<file path="config.mk">
export PLATFORM = sky130hd
export DESIGN_NAME = port_filter_agc_config_regs
export DESIGN_NICKNAME = d
export VERILOG_FILES = /design/src/verilog/port_cfg_pkg.sv /design/src/verilog/port_filter_agc_config_regs.sv
export SDC_FILE = /design/constraint.sdc
export NUM_CORES = 1
export LEC_CHECK = 0
export ABC_AREA = 1
export BUFFER_PORTS_ARGS = -buffer_cell sky130_fd_sc_hd__buf_4
export CAP_MARGIN = 20
export CORE_MARGIN = 2
export CORE_UTILIZATION = 30
export CTS_CLUSTER_DIAMETER = 120
export CTS_CLUSTER_SIZE = 24
export DETAILED_ROUTE_END_ITERATION = 8
export PLACE_DENSITY = 0.5
export SYNTH_ARGS = -nofsm -noshare
export SYNTH_HDL_FRONTEND = slang
export SYNTH_SLANG_ARGS = --single-unit
</file>
<file path="constraint.sdc">
create_clock -name clk -period 2.2 [get_ports clk]
set_input_delay 0.33 -clock clk [delete_from_list [all_inputs] [get_ports clk]]
set_output_delay 0.33 -clock clk [all_outputs]
set_load 0.005 [all_outputs]
</file>
<file path="src/verilog/port_cfg_pkg.sv">
/*
  Constants for the port, filter and gain-loop configuration register slice.
  Assumes an 8-bit register port addressed by byte offset.
*/
package port_cfg_pkg;
  localparam int          ADDR_W          = 8;
  localparam int          DATA_W          = 8;
  localparam int          SAMPLE_W        = 8;
  localparam logic [7:0]  OFF_STATUS      = 8'h0a;
  localparam logic [7:0]  OFF_RESERVED    = 8'h0b;
  localparam logic [7:0]  OFF_PORT_CFG    = 8'h0c;
  localparam logic [7:0]  OFF_GAIN1       = 8'h0d;
  localparam logic [7:0]  OFF_IRQ_STATUS  = 8'h20;
  localparam logic [7:0]  OFF_IRQ_MASK    = 8'h21;
  localparam logic [7:0]  RST_PORT_CFG    = 8'hf0;
  localparam logic [7:0]  RST_GAIN1       = 8'h81;
  localparam logic [7:0]  RESERVED_VALUE  = 8'h00;
  localparam logic [7:0]  UNMAPPED_VALUE  = 8'h00;
  localparam int          ST_INPUT_PIN    = 7;
  localparam int          ST_LINK_DATA    = 6;
  localparam int          ST_FIFO_EMPTY   = 1;
  localparam int          ST_FIFO_FULL    = 0;
  localparam int          PC_OUT1_OD      = 7;
  localparam int          PC_OUT1_VAL     = 6;
  localparam int          PC_OUT0_OD      = 5;
  localparam int          PC_OUT0_VAL     = 4;
  localparam int          PC_ROLL_HI      = 2;
  localparam int          PC_ROLL_LO      = 1;
  localparam int          PC_QNEG         = 0;
  localparam int          GL_DC_COMP      = 7;
  localparam int          GL_COEF_HI      = 2;
  localparam int          GL_COEF_LO      = 0;
  localparam logic [1:0]  ROLL_35         = 2'h0;
  localparam logic [1:0]  ROLL_20         = 2'h1;
  // Interrupt bit positions
  localparam int          IRQ_INPUT_CHG   = 0;
  localparam int          IRQ_FIFO_EMPTY  = 1;
  localparam int          IRQ_FIFO_FULL   = 2;
  localparam int          IRQ_W           = 3;
endpackage

</file>
<file path="src/verilog/port_filter_agc_config_regs.sv">
/*
  Register slice: status byte, reserved byte, port and filter configuration,
  first gain-loop control, plus an interrupt status and mask pair.
  Assumes all inputs synchronous to clk and a single-cycle strobe register port.
*/
// Strobed register access is this design's own decision.
// Function
// - Status bit 7 shows general input pin
// - Bits 7/6 set output one drive, level
// - Bits 5/4 set output zero drive, level
// - Bits 2:1 select roll-off 35/20 percent
// - Bit 0 negates every Q sample
// - Q negation applied after the derotator
// - Gain byte bit 7 enables DC compensation
`timescale 1ns/1ps
`default_nettype none
module port_filter_agc_config_regs (
  input  wire logic                                   clk,
  input  wire logic                                   rstn,
  input  wire logic [port_cfg_pkg::ADDR_W-1:0]        regAddr,
  input  wire logic [port_cfg_pkg::DATA_W-1:0]        regWdata,
  input  wire logic                                   regWrite,
  input  wire logic                                   regRead,
  output logic      [port_cfg_pkg::DATA_W-1:0]        regRdata,
  input  wire logic                                   generalInputPin,
  input  wire logic                                   toneLinkDataInput,
  input  wire logic                                   fifoEmpty,
  input  wire logic                                   fifoFull,
  input  wire logic                                   generalOutputOneIn,
  output logic                                        generalOutputOneOut,
  output logic                                        generalOutputOneOe,
  input  wire logic                                   generalOutputZeroIn,
  output logic                                        generalOutputZeroOut,
  output logic                                        generalOutputZeroOe,
  output logic      [1:0]                             rollOffSel,
  output logic                                        dcCompEnable,
  output logic      [2:0]                             gainLoop1Coefficient,
  input  wire logic [port_cfg_pkg::SAMPLE_W-1:0]      derotQIn,
  input  wire logic                                   derotValid,
  output logic      [port_cfg_pkg::SAMPLE_W-1:0]      qSampleOut,
  output logic                                        qSampleValid,
  output logic                                        irq
);
  import port_cfg_pkg::*;

  logic [DATA_W-1:0] portCfg_ff;
  logic [DATA_W-1:0] gain1_ff;
  logic [IRQ_W-1:0]  irqStatus_ff;
  logic [IRQ_W-1:0]  irqMask_ff;
  logic              inputPrev_ff;
  logic              emptyPrev_ff;
  logic              fullPrev_ff;
  logic [IRQ_W-1:0]  events;
  logic [IRQ_W-1:0]  nxt_irqStatus;
  logic [DATA_W-1:0] statusByte;
  logic [DATA_W-1:0] nxt_rdata;
  logic [SAMPLE_W-1:0] nxt_q;

  wire wrPortCfg = regWrite && (regAddr == OFF_PORT_CFG);
  wire wrGain1   = regWrite && (regAddr == OFF_GAIN1);
  wire wrIrqSt   = regWrite && (regAddr == OFF_IRQ_STATUS);
  wire wrIrqMask = regWrite && (regAddr == OFF_IRQ_MASK);

  // ----------------------------------------------------------------
  // Configuration registers
  // ----------------------------------------------------------------
  always_ff @(posedge clk) begin
    if (!rstn) begin
      portCfg_ff <= RST_PORT_CFG;
    end else if (wrPortCfg) begin
      portCfg_ff <= regWdata;
    end
  end

  always_ff @(posedge clk) begin
    if (!rstn) begin
      gain1_ff <= RST_GAIN1;
    end else if (wrGain1) begin
      gain1_ff <= regWdata;
    end
  end

  // ----------------------------------------------------------------
  // Pin and loop controls
  // ----------------------------------------------------------------
  // Open drain: drive low only; push-pull: always drive
  always_ff @(posedge clk) begin
    if (!rstn) begin
      generalOutputOneOut  <= RST_PORT_CFG[PC_OUT1_VAL];
      generalOutputOneOe   <= 1'b0;
      generalOutputZeroOut <= RST_PORT_CFG[PC_OUT0_VAL];
      generalOutputZeroOe  <= 1'b0;
    end else begin
      generalOutputOneOut  <= portCfg_ff[PC_OUT1_VAL];
      generalOutputOneOe   <= !portCfg_ff[PC_OUT1_OD] || !portCfg_ff[PC_OUT1_VAL];
      generalOutputZeroOut <= portCfg_ff[PC_OUT0_VAL];
      generalOutputZeroOe  <= !portCfg_ff[PC_OUT0_OD] || !portCfg_ff[PC_OUT0_VAL];
    end
  end

  always_ff @(posedge clk) begin
    if (!rstn) begin
      rollOffSel           <= ROLL_35;
      dcCompEnable         <= RST_GAIN1[GL_DC_COMP];
      gainLoop1Coefficient <= RST_GAIN1[GL_COEF_HI:GL_COEF_LO];
    end else begin
      rollOffSel           <= portCfg_ff[PC_ROLL_HI:PC_ROLL_LO];
      dcCompEnable         <= gain1_ff[GL_DC_COMP];
      gainLoop1Coefficient <= gain1_ff[GL_COEF_HI:GL_COEF_LO];
    end
  end

  // ----------------------------------------------------------------
  // Q channel after derotation
  // ----------------------------------------------------------------
  always_comb begin
    nxt_q = derotQIn;
    if (portCfg_ff[PC_QNEG]) begin
      nxt_q = SAMPLE_W'(-derotQIn);
    end
  end

  always_ff @(posedge clk) begin
    if (!rstn) begin
      qSampleOut   <= '0;
      qSampleValid <= 1'b0;
    end else begin
      qSampleOut   <= nxt_q;
      qSampleValid <= derotValid;
    end
  end

  // ----------------------------------------------------------------
  // Interrupts
  // ----------------------------------------------------------------
  // Unreset: tracks pins through reset, no false edge
  always_ff @(posedge clk) begin
    inputPrev_ff <= generalInputPin;
    emptyPrev_ff <= fifoEmpty;
    fullPrev_ff  <= fifoFull;
  end

  always_comb begin
    events                 = '0;
    events[IRQ_INPUT_CHG]  = generalInputPin != inputPrev_ff;
    events[IRQ_FIFO_EMPTY] = fifoEmpty && !emptyPrev_ff;
    events[IRQ_FIFO_FULL]  = fifoFull && !fullPrev_ff;
  end

  // Set wins over a write-one clear
  always_comb begin
    nxt_irqStatus = (irqStatus_ff & ~(wrIrqSt ? regWdata[IRQ_W-1:0] : '0)) | events;
  end

  always_ff @(posedge clk) begin
    if (!rstn) begin
      irqStatus_ff <= '0;
    end else begin
      irqStatus_ff <= nxt_irqStatus;
    end
  end

  always_ff @(posedge clk) begin
    if (!rstn) begin
      irqMask_ff <= '0;
    end else if (wrIrqMask) begin
      irqMask_ff <= regWdata[IRQ_W-1:0];
    end
  end

  always_ff @(posedge clk) begin
    if (!rstn) begin
      irq <= 1'b0;
    end else begin
      irq <= |(nxt_irqStatus & irqMask_ff);
    end
  end

  // ----------------------------------------------------------------
  // Read path
  // ----------------------------------------------------------------
  always_comb begin
    statusByte                = '0;
    statusByte[ST_INPUT_PIN]  = generalInputPin;
    statusByte[ST_LINK_DATA]  = toneLinkDataInput;
    statusByte[ST_FIFO_EMPTY] = fifoEmpty;
    statusByte[ST_FIFO_FULL]  = fifoFull;
  end

  always_comb begin
    case (regAddr)
      OFF_STATUS:     nxt_rdata = statusByte;
      OFF_RESERVED:   nxt_rdata = RESERVED_VALUE;
      OFF_PORT_CFG:   nxt_rdata = portCfg_ff;
      OFF_GAIN1:      nxt_rdata = gain1_ff;
      OFF_IRQ_STATUS: nxt_rdata = {{(DATA_W-IRQ_W){1'b0}}, irqStatus_ff};
      OFF_IRQ_MASK:   nxt_rdata = {{(DATA_W-IRQ_W){1'b0}}, irqMask_ff};
      default:        nxt_rdata = UNMAPPED_VALUE;
    endcase
  end

  always_ff @(posedge clk) begin
    if (!rstn) begin
      regRdata <= '0;
    end else if (regRead) begin
      regRdata <= nxt_rdata;
    end else begin
      regRdata <= '0;
    end
  end

  // ----------------------------------------------------------------
  // Checks
  // ----------------------------------------------------------------
  property p_status_pin;
    @(posedge clk) disable iff (!rstn)
      regRead && regAddr == OFF_STATUS |=> regRdata[ST_INPUT_PIN] == $past(generalInputPin);
  endproperty
  a_status_pin: assert property (p_status_pin) else $error("input pin bit wrong");

  property p_out1;
    @(posedge clk) disable iff (!rstn)
      wrPortCfg |-> ##2 generalOutputOneOut == $past(regWdata[PC_OUT1_VAL], 2)
        && generalOutputOneOe == !($past(regWdata[PC_OUT1_OD], 2)
        && $past(regWdata[PC_OUT1_VAL], 2));
  endproperty
  a_out1: assert property (p_out1) else $error("output one drive wrong");

  property p_out0;
    @(posedge clk) disable iff (!rstn)
      wrPortCfg |-> ##2 generalOutputZeroOut == $past(regWdata[PC_OUT0_VAL], 2)
        && generalOutputZeroOe == !($past(regWdata[PC_OUT0_OD], 2)
        && $past(regWdata[PC_OUT0_VAL], 2));
  endproperty
  a_out0: assert property (p_out0) else $error("output zero drive wrong");

  property p_roll;
    @(posedge clk) disable iff (!rstn)
      wrPortCfg ##1 !wrPortCfg |=> rollOffSel == $past(regWdata[PC_ROLL_HI:PC_ROLL_LO], 2);
  endproperty
  a_roll: assert property (p_roll) else $error("roll-off select wrong");

  property p_qneg;
    @(posedge clk) disable iff (!rstn)
      portCfg_ff[PC_QNEG] |=> qSampleOut == SAMPLE_W'(-$past(derotQIn));
  endproperty
  a_qneg: assert property (p_qneg) else $error("Q not negated");

  property p_dc;
    @(posedge clk) disable iff (!rstn)
      wrGain1 ##1 !wrGain1 |=> dcCompEnable == $past(regWdata[GL_DC_COMP], 2);
  endproperty
  a_dc: assert property (p_dc) else $error("DC compensation enable wrong");

  property p_coef;
    @(posedge clk) disable iff (!rstn)
      wrGain1 |-> ##2 gainLoop1Coefficient == $past(regWdata[GL_COEF_HI:GL_COEF_LO], 2);
  endproperty
  a_coef: assert property (p_coef) else $error("coefficient wrong");

  property p_fifo_flags;
    @(posedge clk) disable iff (!rstn)
      regRead && regAddr == OFF_STATUS |=>
        regRdata[ST_FIFO_EMPTY] == $past(fifoEmpty) && regRdata[ST_FIFO_FULL] == $past(fifoFull)
        && regRdata[ST_LINK_DATA] == $past(toneLinkDataInput);
  endproperty
  a_fifo_flags: assert property (p_fifo_flags) else $error("status flags wrong");

  property p_reserved;
    @(posedge clk) disable iff (!rstn)
      regRead && regAddr == OFF_RESERVED |=> regRdata == RESERVED_VALUE;
  endproperty
  a_reserved: assert property (p_reserved) else $error("reserved byte not constant");

  property p_ro_write;
    @(posedge clk) disable iff (!rstn)
      regWrite && (regAddr == OFF_STATUS || regAddr == OFF_RESERVED) |=>
        $stable(portCfg_ff) && $stable(gain1_ff);
  endproperty
  a_ro_write: assert property (p_ro_write) else $error("read-only write took effect");

  property p_cfg_read;
    @(posedge clk) disable iff (!rstn)
      wrPortCfg ##1 (regRead && regAddr == OFF_PORT_CFG && !wrPortCfg) |=>
        regRdata == $past(regWdata, 2);
  endproperty
  a_cfg_read: assert property (p_cfg_read) else $error("config readback wrong");

  property p_qpass;
    @(posedge clk) disable iff (!rstn)
      !portCfg_ff[PC_QNEG] |=> qSampleOut == $past(derotQIn);
  endproperty
  a_qpass: assert property (p_qpass) else $error("Q changed without negation");

  property p_qvalid;
    @(posedge clk) disable iff (!rstn)
      1'b1 |=> qSampleValid == $past(derotValid);
  endproperty
  a_qvalid: assert property (p_qvalid) else $error("Q valid misaligned");

  property p_pad1;
    @(posedge clk) disable iff (!rstn)
      generalOutputOneOe |-> generalOutputOneIn == generalOutputOneOut;
  endproperty
  a_pad1: assert property (p_pad1) else $error("output one pad level wrong");

  property p_pad0;
    @(posedge clk) disable iff (!rstn)
      generalOutputZeroOe |-> generalOutputZeroIn == generalOutputZeroOut;
  endproperty
  a_pad0: assert property (p_pad0) else $error("output zero pad level wrong");

  // ----------------------------------------------------------------
  // Bus and interrupt checks
  // ----------------------------------------------------------------
  property p_rdata_idle;
    @(posedge clk) disable iff (!rstn)
      !regRead |=> regRdata == '0;
  endproperty
  a_rdata_idle: assert property (p_rdata_idle) else $error("read data outside its cycle");

  property p_set_wins;
    @(posedge clk) disable iff (!rstn)
      (|events) |=> (irqStatus_ff & $past(events)) == $past(events);
  endproperty
  a_set_wins: assert property (p_set_wins) else $error("event lost against clear");

  property p_clear;
    @(posedge clk) disable iff (!rstn)
      wrIrqSt && events == '0 |=> (irqStatus_ff & $past(regWdata[IRQ_W-1:0])) == '0;
  endproperty
  a_clear: assert property (p_clear) else $error("write-one clear failed");

  property p_irq_level;
    @(posedge clk) disable iff (!rstn)
      1'b1 |=> irq == |(irqStatus_ff & $past(irqMask_ff));
  endproperty
  a_irq_level: assert property (p_irq_level) else $error("interrupt level wrong");

  c_qneg:  cover property (@(posedge clk) disable iff (!rstn) portCfg_ff[PC_QNEG] && derotValid);
  c_od1:   cover property (@(posedge clk) disable iff (!rstn) !generalOutputOneOe && rstn);
  c_irq:   cover property (@(posedge clk) disable iff (!rstn) $rose(irq));
  c_roll:  cover property (@(posedge clk) disable iff (!rstn) rollOffSel == ROLL_20);
  c_clr_set: cover property (@(posedge clk) disable iff (!rstn) wrIrqSt && (|events));
endmodule
`default_nettype wire

</file>
==> summary by stage, run 1 <==
Cells and area
In the final design database the tool counted 376 nets. In the final layout, the share of cells above drive strength 1 is 0.308. For this run, the share of the core covered by cells in the final layout is 0.407. The signed area change from the synthesized netlist to the final layout is 29.8%. The repair_antennas step left the layout with diodes totalling 0.

STA
Setup repair after global routing left no endpoint under its margin. The slew of the pin with the lowest slew margin is 0.410 ns. The number of hold violations in the final report is 0. Setup violations remaining at the end of the flow were counted as 0. The total negative slack for setup checks is 0 ns.

The headroom to the max-slew limit is 0.725. The max-slew violation total from the final report was 0. The share of the clock period used by the worst path after layout is 0.535. The minimum clock period after layout is 1.18 ns. The worst clock skew is 0.00325 ns. Static timing analysis puts the maximum clock frequency at 850 MHz.

Route
The mean number of vias per cell is 4.41. For this block, the initial DRC count from the detailed router was 91. Dividing the detail-routed wire length by the instance count gives 12.0 um. The count of TritonRoute iterations in the first routing pass is 4. The total number of vias is 1926. After detailed routing, the total wire length is 5250 um.

For this run, design rule violations remaining after detail routing come to 0. Once detail routing completed, the nets flagged for antenna violations numbered 0.

Placement
The routability congestion estimate is 0.836. Once detailed placement completed, the half-perimeter wirelength came to 3870 um. The number of buffer cells added on primary ports is 60.

Floorplan
The number of top-level pins is 63. The die covers 0.00792 sq mm. The die outline width is 89.0 um. For this configuration, the core starts out at a cell density of 0.314. The floorplan step defined a core boundary enclosing 0.00691 sq mm. The number of standard-cell rows in the floorplan is 30. From bottom edge to top edge, the die measures 89.0 um.

Clock tree
Clock-pin slew was measured on the worst setup and hold paths at 0.10 ns. The clock tree from TritonCTS is built. The tree is rooted in a clkbuf_8.

TritonCTS created 5 clock buffers. The hold buffer count at CTS is 0. The number of buffers on the longest clock path is 2.

The H-tree generated during clock tree synthesis spans 2 levels. The number of setup buffers added after CTS is 0. The number of gates resized after CTS is 0. CTS saw 53 sinks. The later pin in the worst-skew pair is clocked with a latency of 0.31 ns.

Synth
The mean cell area of the mapped netlist is 7.85 sq um. The largest total area in the synthesized netlist belongs to dfxtp_1. In the post-synthesis netlist, the biggest area contributors are dfxtp_1 49%, nand2_1 11%, inv_1 5.2%, a21oi_1 4.8%, nand3_1 3.7%. When the netlist entered floorplanning its net count stood at 312.

The share of the Yosys chip area taken by registers is 0.490. During synthesis, Yosys emitted a total of 0 warnings. The top-area cell type share of the netlist area is 0.490. The number of distinct library cell variants in the gate-level netlist after synthesis is 32. The flip-flop and latch count after synthesis is 53. Synthesis handed over a netlist of 276 instances.

The synthesized netlist occupies a cell area of 0.00217 sq mm.

Critical path
At the worst endpoint, the required time is 2.45 ns. STA puts the critical path data arrival time at 1.43 ns. The sort of element at the end of the critical path is a register. The startpoint type of the worst setup path is a primary input. Along the worst path, the maximum fanout reaches 4. The critical path class is in -> reg.

Min path
The min-delay analysis places its worst path in the category in -> reg.

Global routing
Entering global routing, the biggest net connects 33 pins. The first global-routing pass estimated 8470 um of wire. The global router's overall resource usage is 0.141.

For this run the aggregate overflow at the end of global routing stands at 0. The number of antenna violations at the first check in global routing is 0. The via count of the first global-routing pass is 1759.

Run status
The flow ran to the end, and the final reports show no timing, DRC or antenna violations.

Pwr
IR analysis of the VDD net gives a maximum drop of 0.217 mV. The leakage component of the power is 1.27 nW. The power per cell area is 605 mW/mm^2.

Run
Max-cap violations in this run came to 0.
-- per-stage QoR --
stage          area [sq um]  instances  worst slack (ns)  hold WS (ns)  total power, mW
4_1_cts                2810        437              1.02         0.130             1.73
3_3_place_gp           2720        429             0.701         0.422             1.15
2_1_floorplan          2170        276              1.01         0.358             1.06
5_1_grt                2810        437             0.883         0.123             1.79
6_report               2810        437              1.02         0.130             1.70
3_5_place_dp           2720        429             0.690         0.425             1.16
-- worst paths after layout --
kind,from,end,slack (ns),depth (start not counted)
setup / recovery,regAddr[3],regRdata[2],1.02,8
hold / removal,fifoEmpty,emptyPrev_ff,0.13,1
setup reg to reg,portCfg_ff[0],qSampleOut[7],1.07,5
hold reg to reg,portCfg_ff[1],rollOffSel[0],0.44,2
-- final cells by class --
cell class,count,area [sq um]
clock buffers,5,68.8
clock inverters,3,22.5
fillers,769,4090
inverters,39,166
multi-input cells,180,917
flip-flops and latches,53,1060
well taps,96,120
repair buffers,61,458
-- power breakdown --
| part | switching, mW | total [mW] | leakage (nW) | internal, mW |
|---|---|---|---|---|
| Clock | 0.344 | 0.570 | 0.0481 | 0.227 |
| Sequential | 0.00583 | 0.982 | 0.432 | 0.976 |
| Combinational | 0.0811 | 0.151 | 0.790 | 0.0695 |
| Total | 0.431 | 1.70 | 1.27 | 1.27 |
-- state kept, by name, indices dropped and copies added, names as in the netlist --
register and count:
inputPrev_ff 1, gainLoop1Coefficient 3, qSampleValid 1, generalOutputZeroOe 1, irqMask_ff 3, emptyPrev_ff 1, portCfg_ff 8, gain1_ff 8
irqStatus_ff 3, regRdata 8, generalOutputZeroOut 1, fullPrev_ff 1, rollOffSel 2, irq 1, generalOutputOneOe 1, qSampleOut 8
dcCompEnable 1, generalOutputOneOut 1
-- worst max-delay path, stage by stage --
cell	delay (ns)
buf_4	0.12
nor2_1	0.13
inv_1	0.05
nor2_1	0.15
nand2_1	0.12
o21ai_0	0.29
a21oi_1	0.08
a21oi_1	0.14
-- logic make-up (layout without fill, tap and decap cells) --
logic type | count (synthesis) | in the layout | synth area share
fa+ha+maj | 1 | 1 | 0.00577
xor+xnor | 1 | 1 | 0.00404
compound gates | 49 | 49 | 0.133
simple gates | 129 | 129 | 0.281
buf+inv | 43 | 108 | 0.0872
flops | 53 | 53 | 0.490
-- cell usage after synthesis --
library cell,count
nor3_1,5
nand2_8,1
inv_2,5
nand2_2,11
o21ai_0,13
ha_1,1
nor2_1,21
dfxtp_1,53
nand2_4,1
nor2_4,2
o211ai_1,4
clkinv_4,2
buf_1,1
nand3b_1,1
clkbuf_1,2
inv_8,1
a21oi_2,7
o31ai_1,1
nand3_1,16
xnor2_1,1
o21ai_1,2
nand2_1,63
nor2_2,1
inv_1,30
or2_2,1
a21oi_1,21
inv_4,1
nand4_1,3
and3_1,1
nor3_2,2
o21ai_2,1
buf_6,1
-- placed cells by master (no fill, tap or decap), drive strengths merged --
master and instances:
clkinv 5, nand2 76, o211ai 4, dfxtp 53, ha 1, inv 37
and3 1, nand3b 1, nand3 16, buf 61, nand4 3, or2 1
o31ai 1, clkbuf 5, xnor2 1, o21ai 16, nor2 24, a21oi 28
nor3 7
-- metal layers --
layer	track usage	wire length [um]	share of wire
met4	0.0502	94	0.018
met3	0.0434	375	0.071
met2	0.218	2270	0.43
met1	0.186	2510	0.48
met5	0	0	0
(Power assumes the default switching activity.)
==> run 2, diff against run 1 <==
==> constraint.sdc (replaced) <==
create_clock -name clk -period 1.15 [get_ports clk]
set_input_delay 0.1725 -clock clk [delete_from_list [all_inputs] [get_ports clk]]
set_output_delay 0.1725 -clock clk [all_outputs]
set_load 0.005 [all_outputs]
==> summary by stage, run 2 (synthesis results as in run 1) <==
Run status
The run finished with clean final reports.

Clock tree
After clock tree synthesis, the clock-pin slew on the worst setup and hold paths is 0.10 ns. The clock tree from TritonCTS is built. The H-tree generated during clock tree synthesis spans 2 levels. In this run, CTS created clock tree buffers numbering 5. The number of setup buffers added after CTS is 0. The number of sinks handled by clock tree synthesis is 53. The insertion delay to the later sink of the worst-skew pair is 0.31 ns. The root buffer cell chosen for the clock tree is clkbuf_8.

Counting along the longest clock path gives a buffer depth of 2.

STA
After routing, the total negative slack on setup checks comes to 0 ns. Timing would allow up to 943 MHz. For the pin with the worst max-slew slack, the measured transition is 0.272 ns. The worst clock skew is 0.00477 ns. The number of hold violations in the final report is 0. Setup repair after global routing left no endpoint under its margin. The worst path in the final design needs a cycle of 1.06 ns, including I/O delays and setup. The headroom to the max-slew limit is 0.817. Setup violations remaining at the end of the flow were counted as 0.

The share of the clock period used by the worst path after layout is 0.922. Setup slack closes at 0.0896 ns. The max-slew violation total from the final report is 0.

Cells and area
The library cell used most frequently in the layout, excluding fill and tap cells, is buf_4. For this run, the post-layout net count is 399. In the final layout, the share of cells above drive strength 1 is 0.343. The repair_antennas step left the layout with diodes totalling 0. The signed area change from the synthesized netlist to the final layout is 40.0%. Leaving out fill and tap cells, the most frequent cells in the layout are 80 x buf_4, 63 x nand2_1, 53 x dfxtp_1. The post-layout instance area is 0.00303 sq mm.

Critical path
The sort of element at the end of the critical path is a register. Along the worst path, the maximum fanout reaches 3. For the worst setup path, the data required time is 1.35 ns. The arrival time of data at the critical path endpoint is 1.26 ns.

The worst register-to-register path begins at portCfg_ff[0]. The launch point of the critical path is generalInputPin. STA classifies the critical path startpoint as a primary input. The critical path is of the in -> reg type.

Pwr
The power per cell area is 1150 mW/mm^2. The net switching power is 0.802 mW. The clock power share is 0.366. Of the total power, the share spent switching nets is 0.229. VDD sags by at most 0.462 mV. The share of total power dissipated in sequential elements is 0.537. Of the total power, combinational logic draws 0.097. Internal power comes to 2.70 mW. In this run the static leakage power is 1.40 nW.

Placement
The number of buffer cells added on primary ports is 60. The estimated wirelength of the detail-placed design is 3990 um. The cell area after placement is 0.00289 sq mm. At the placement stage, the worst setup path has a slack of -0.118 ns. The congestion estimate from routability-driven global placement came to 0.820.

Run
The number of violations of the max-capacitance limit is 0.

Global routing
The via count of the first global-routing pass is 1846. The number of antenna violations at the first check in global routing was 0. Entering global routing, the biggest net connects 25 pins. The final global-route overflow total is 0.

The first global-routing pass estimated 8710 um of wire. The global router's overall resource usage is 0.144.

Floorplan
The die outline width is 89.0 um. In this run the vertical extent of the chip is 89.0 um. In this run the standard cell core region covers 0.00691 sq mm. The floorplan step defined a die boundary enclosing 0.00792 sq mm. In this run the count of I/O pins placed on the die edge is 63.

The starting density of the core is 0.314. The initialized floorplan defines 30 standard-cell rows.

Route
For this run, design rule violations remaining after detail routing come to 0. After detailed routing, the total wire length is 5300 um. The final routed wire length divided by cell count is 11.5 um. Dividing the detail-routed via count by the number of cells gives 4.26. The first TritonRoute pass finished after 4 iterations. After the first detailed-routing iteration, the DRC count stood at 68. The post-route antenna net violation count is 0. The total number of vias is 1959.

Min path
In this run the worst hold path is classified as in -> reg. In this run the most critical hold path is launched from derotValid.
-- run 2: power by group through the flow --
stage               combinational, mW  clock [mW]  sequential [mW]
floorplan                       0.116           0             1.92
global route                    0.377        1.40             1.88
CTS                             0.340        1.32             1.88
detailed placement              0.331           0             1.92
finish                          0.338        1.28             1.88
global placement                0.329           0             1.92
-- run 2: worst paths after layout --
kind	endpoint	slack (ns)	cells past startpoint
worst max-delay path	irq	0.09	6
worst min-delay path	qSampleValid	0.04	3
worst max register to register	qSampleOut[5]	0.20	4
worst min register to register	rollOffSel[0]	0.43	2
-- run 2: final cells by class --
class                   count  area, sq um
clock buffers               6         72.6
clock inverters             2         38.8
fillers                   732         3870
inverters                  39          166
multi-input cells         180          925
flip-flops and latches     53         1060
well taps                  96          120
repair buffers             84          651
-- run 2: critical path, cell delays in order --
cell and delay (ns):
dlygate4sd3_1 0.54, buf_4 0.16, xnor2_2 0.17, nand2_1 0.07
nand3_1 0.07, nand3_1 0.08
-- run 2: metrics by stage --
stage	hold slack (ns)	instances	util	power (mW)
global placement	0.299	449	0.418	2.25
CTS	0.0306	460	0.438	3.54
floorplan	0.200	276	-	2.04
global route	0.0438	460	0.439	3.66
finish	0.0370	460	0.439	3.50
detailed placement	0.300	449	0.418	2.25
-- run 2: routing by layer --
layer / GRT usage / wire length, um / vias to the layer above
li1: - / - / 1051
met1: 0.199 / 2630 / 851
met2: 0.220 / 2340 / 55
met3: 0.0369 / 292 / 2
met4: 0.0434 / 29 / 0
met5: 0 / 0 / -
-- run 2: what timing repair did --
action | 4_1_cts | 5_1_grt
resized for setup | 0 | 1
setup endpoints to repair | 0 | 1
hold endpoints to repair | 3 | 0
hold buffers | 3 | 0
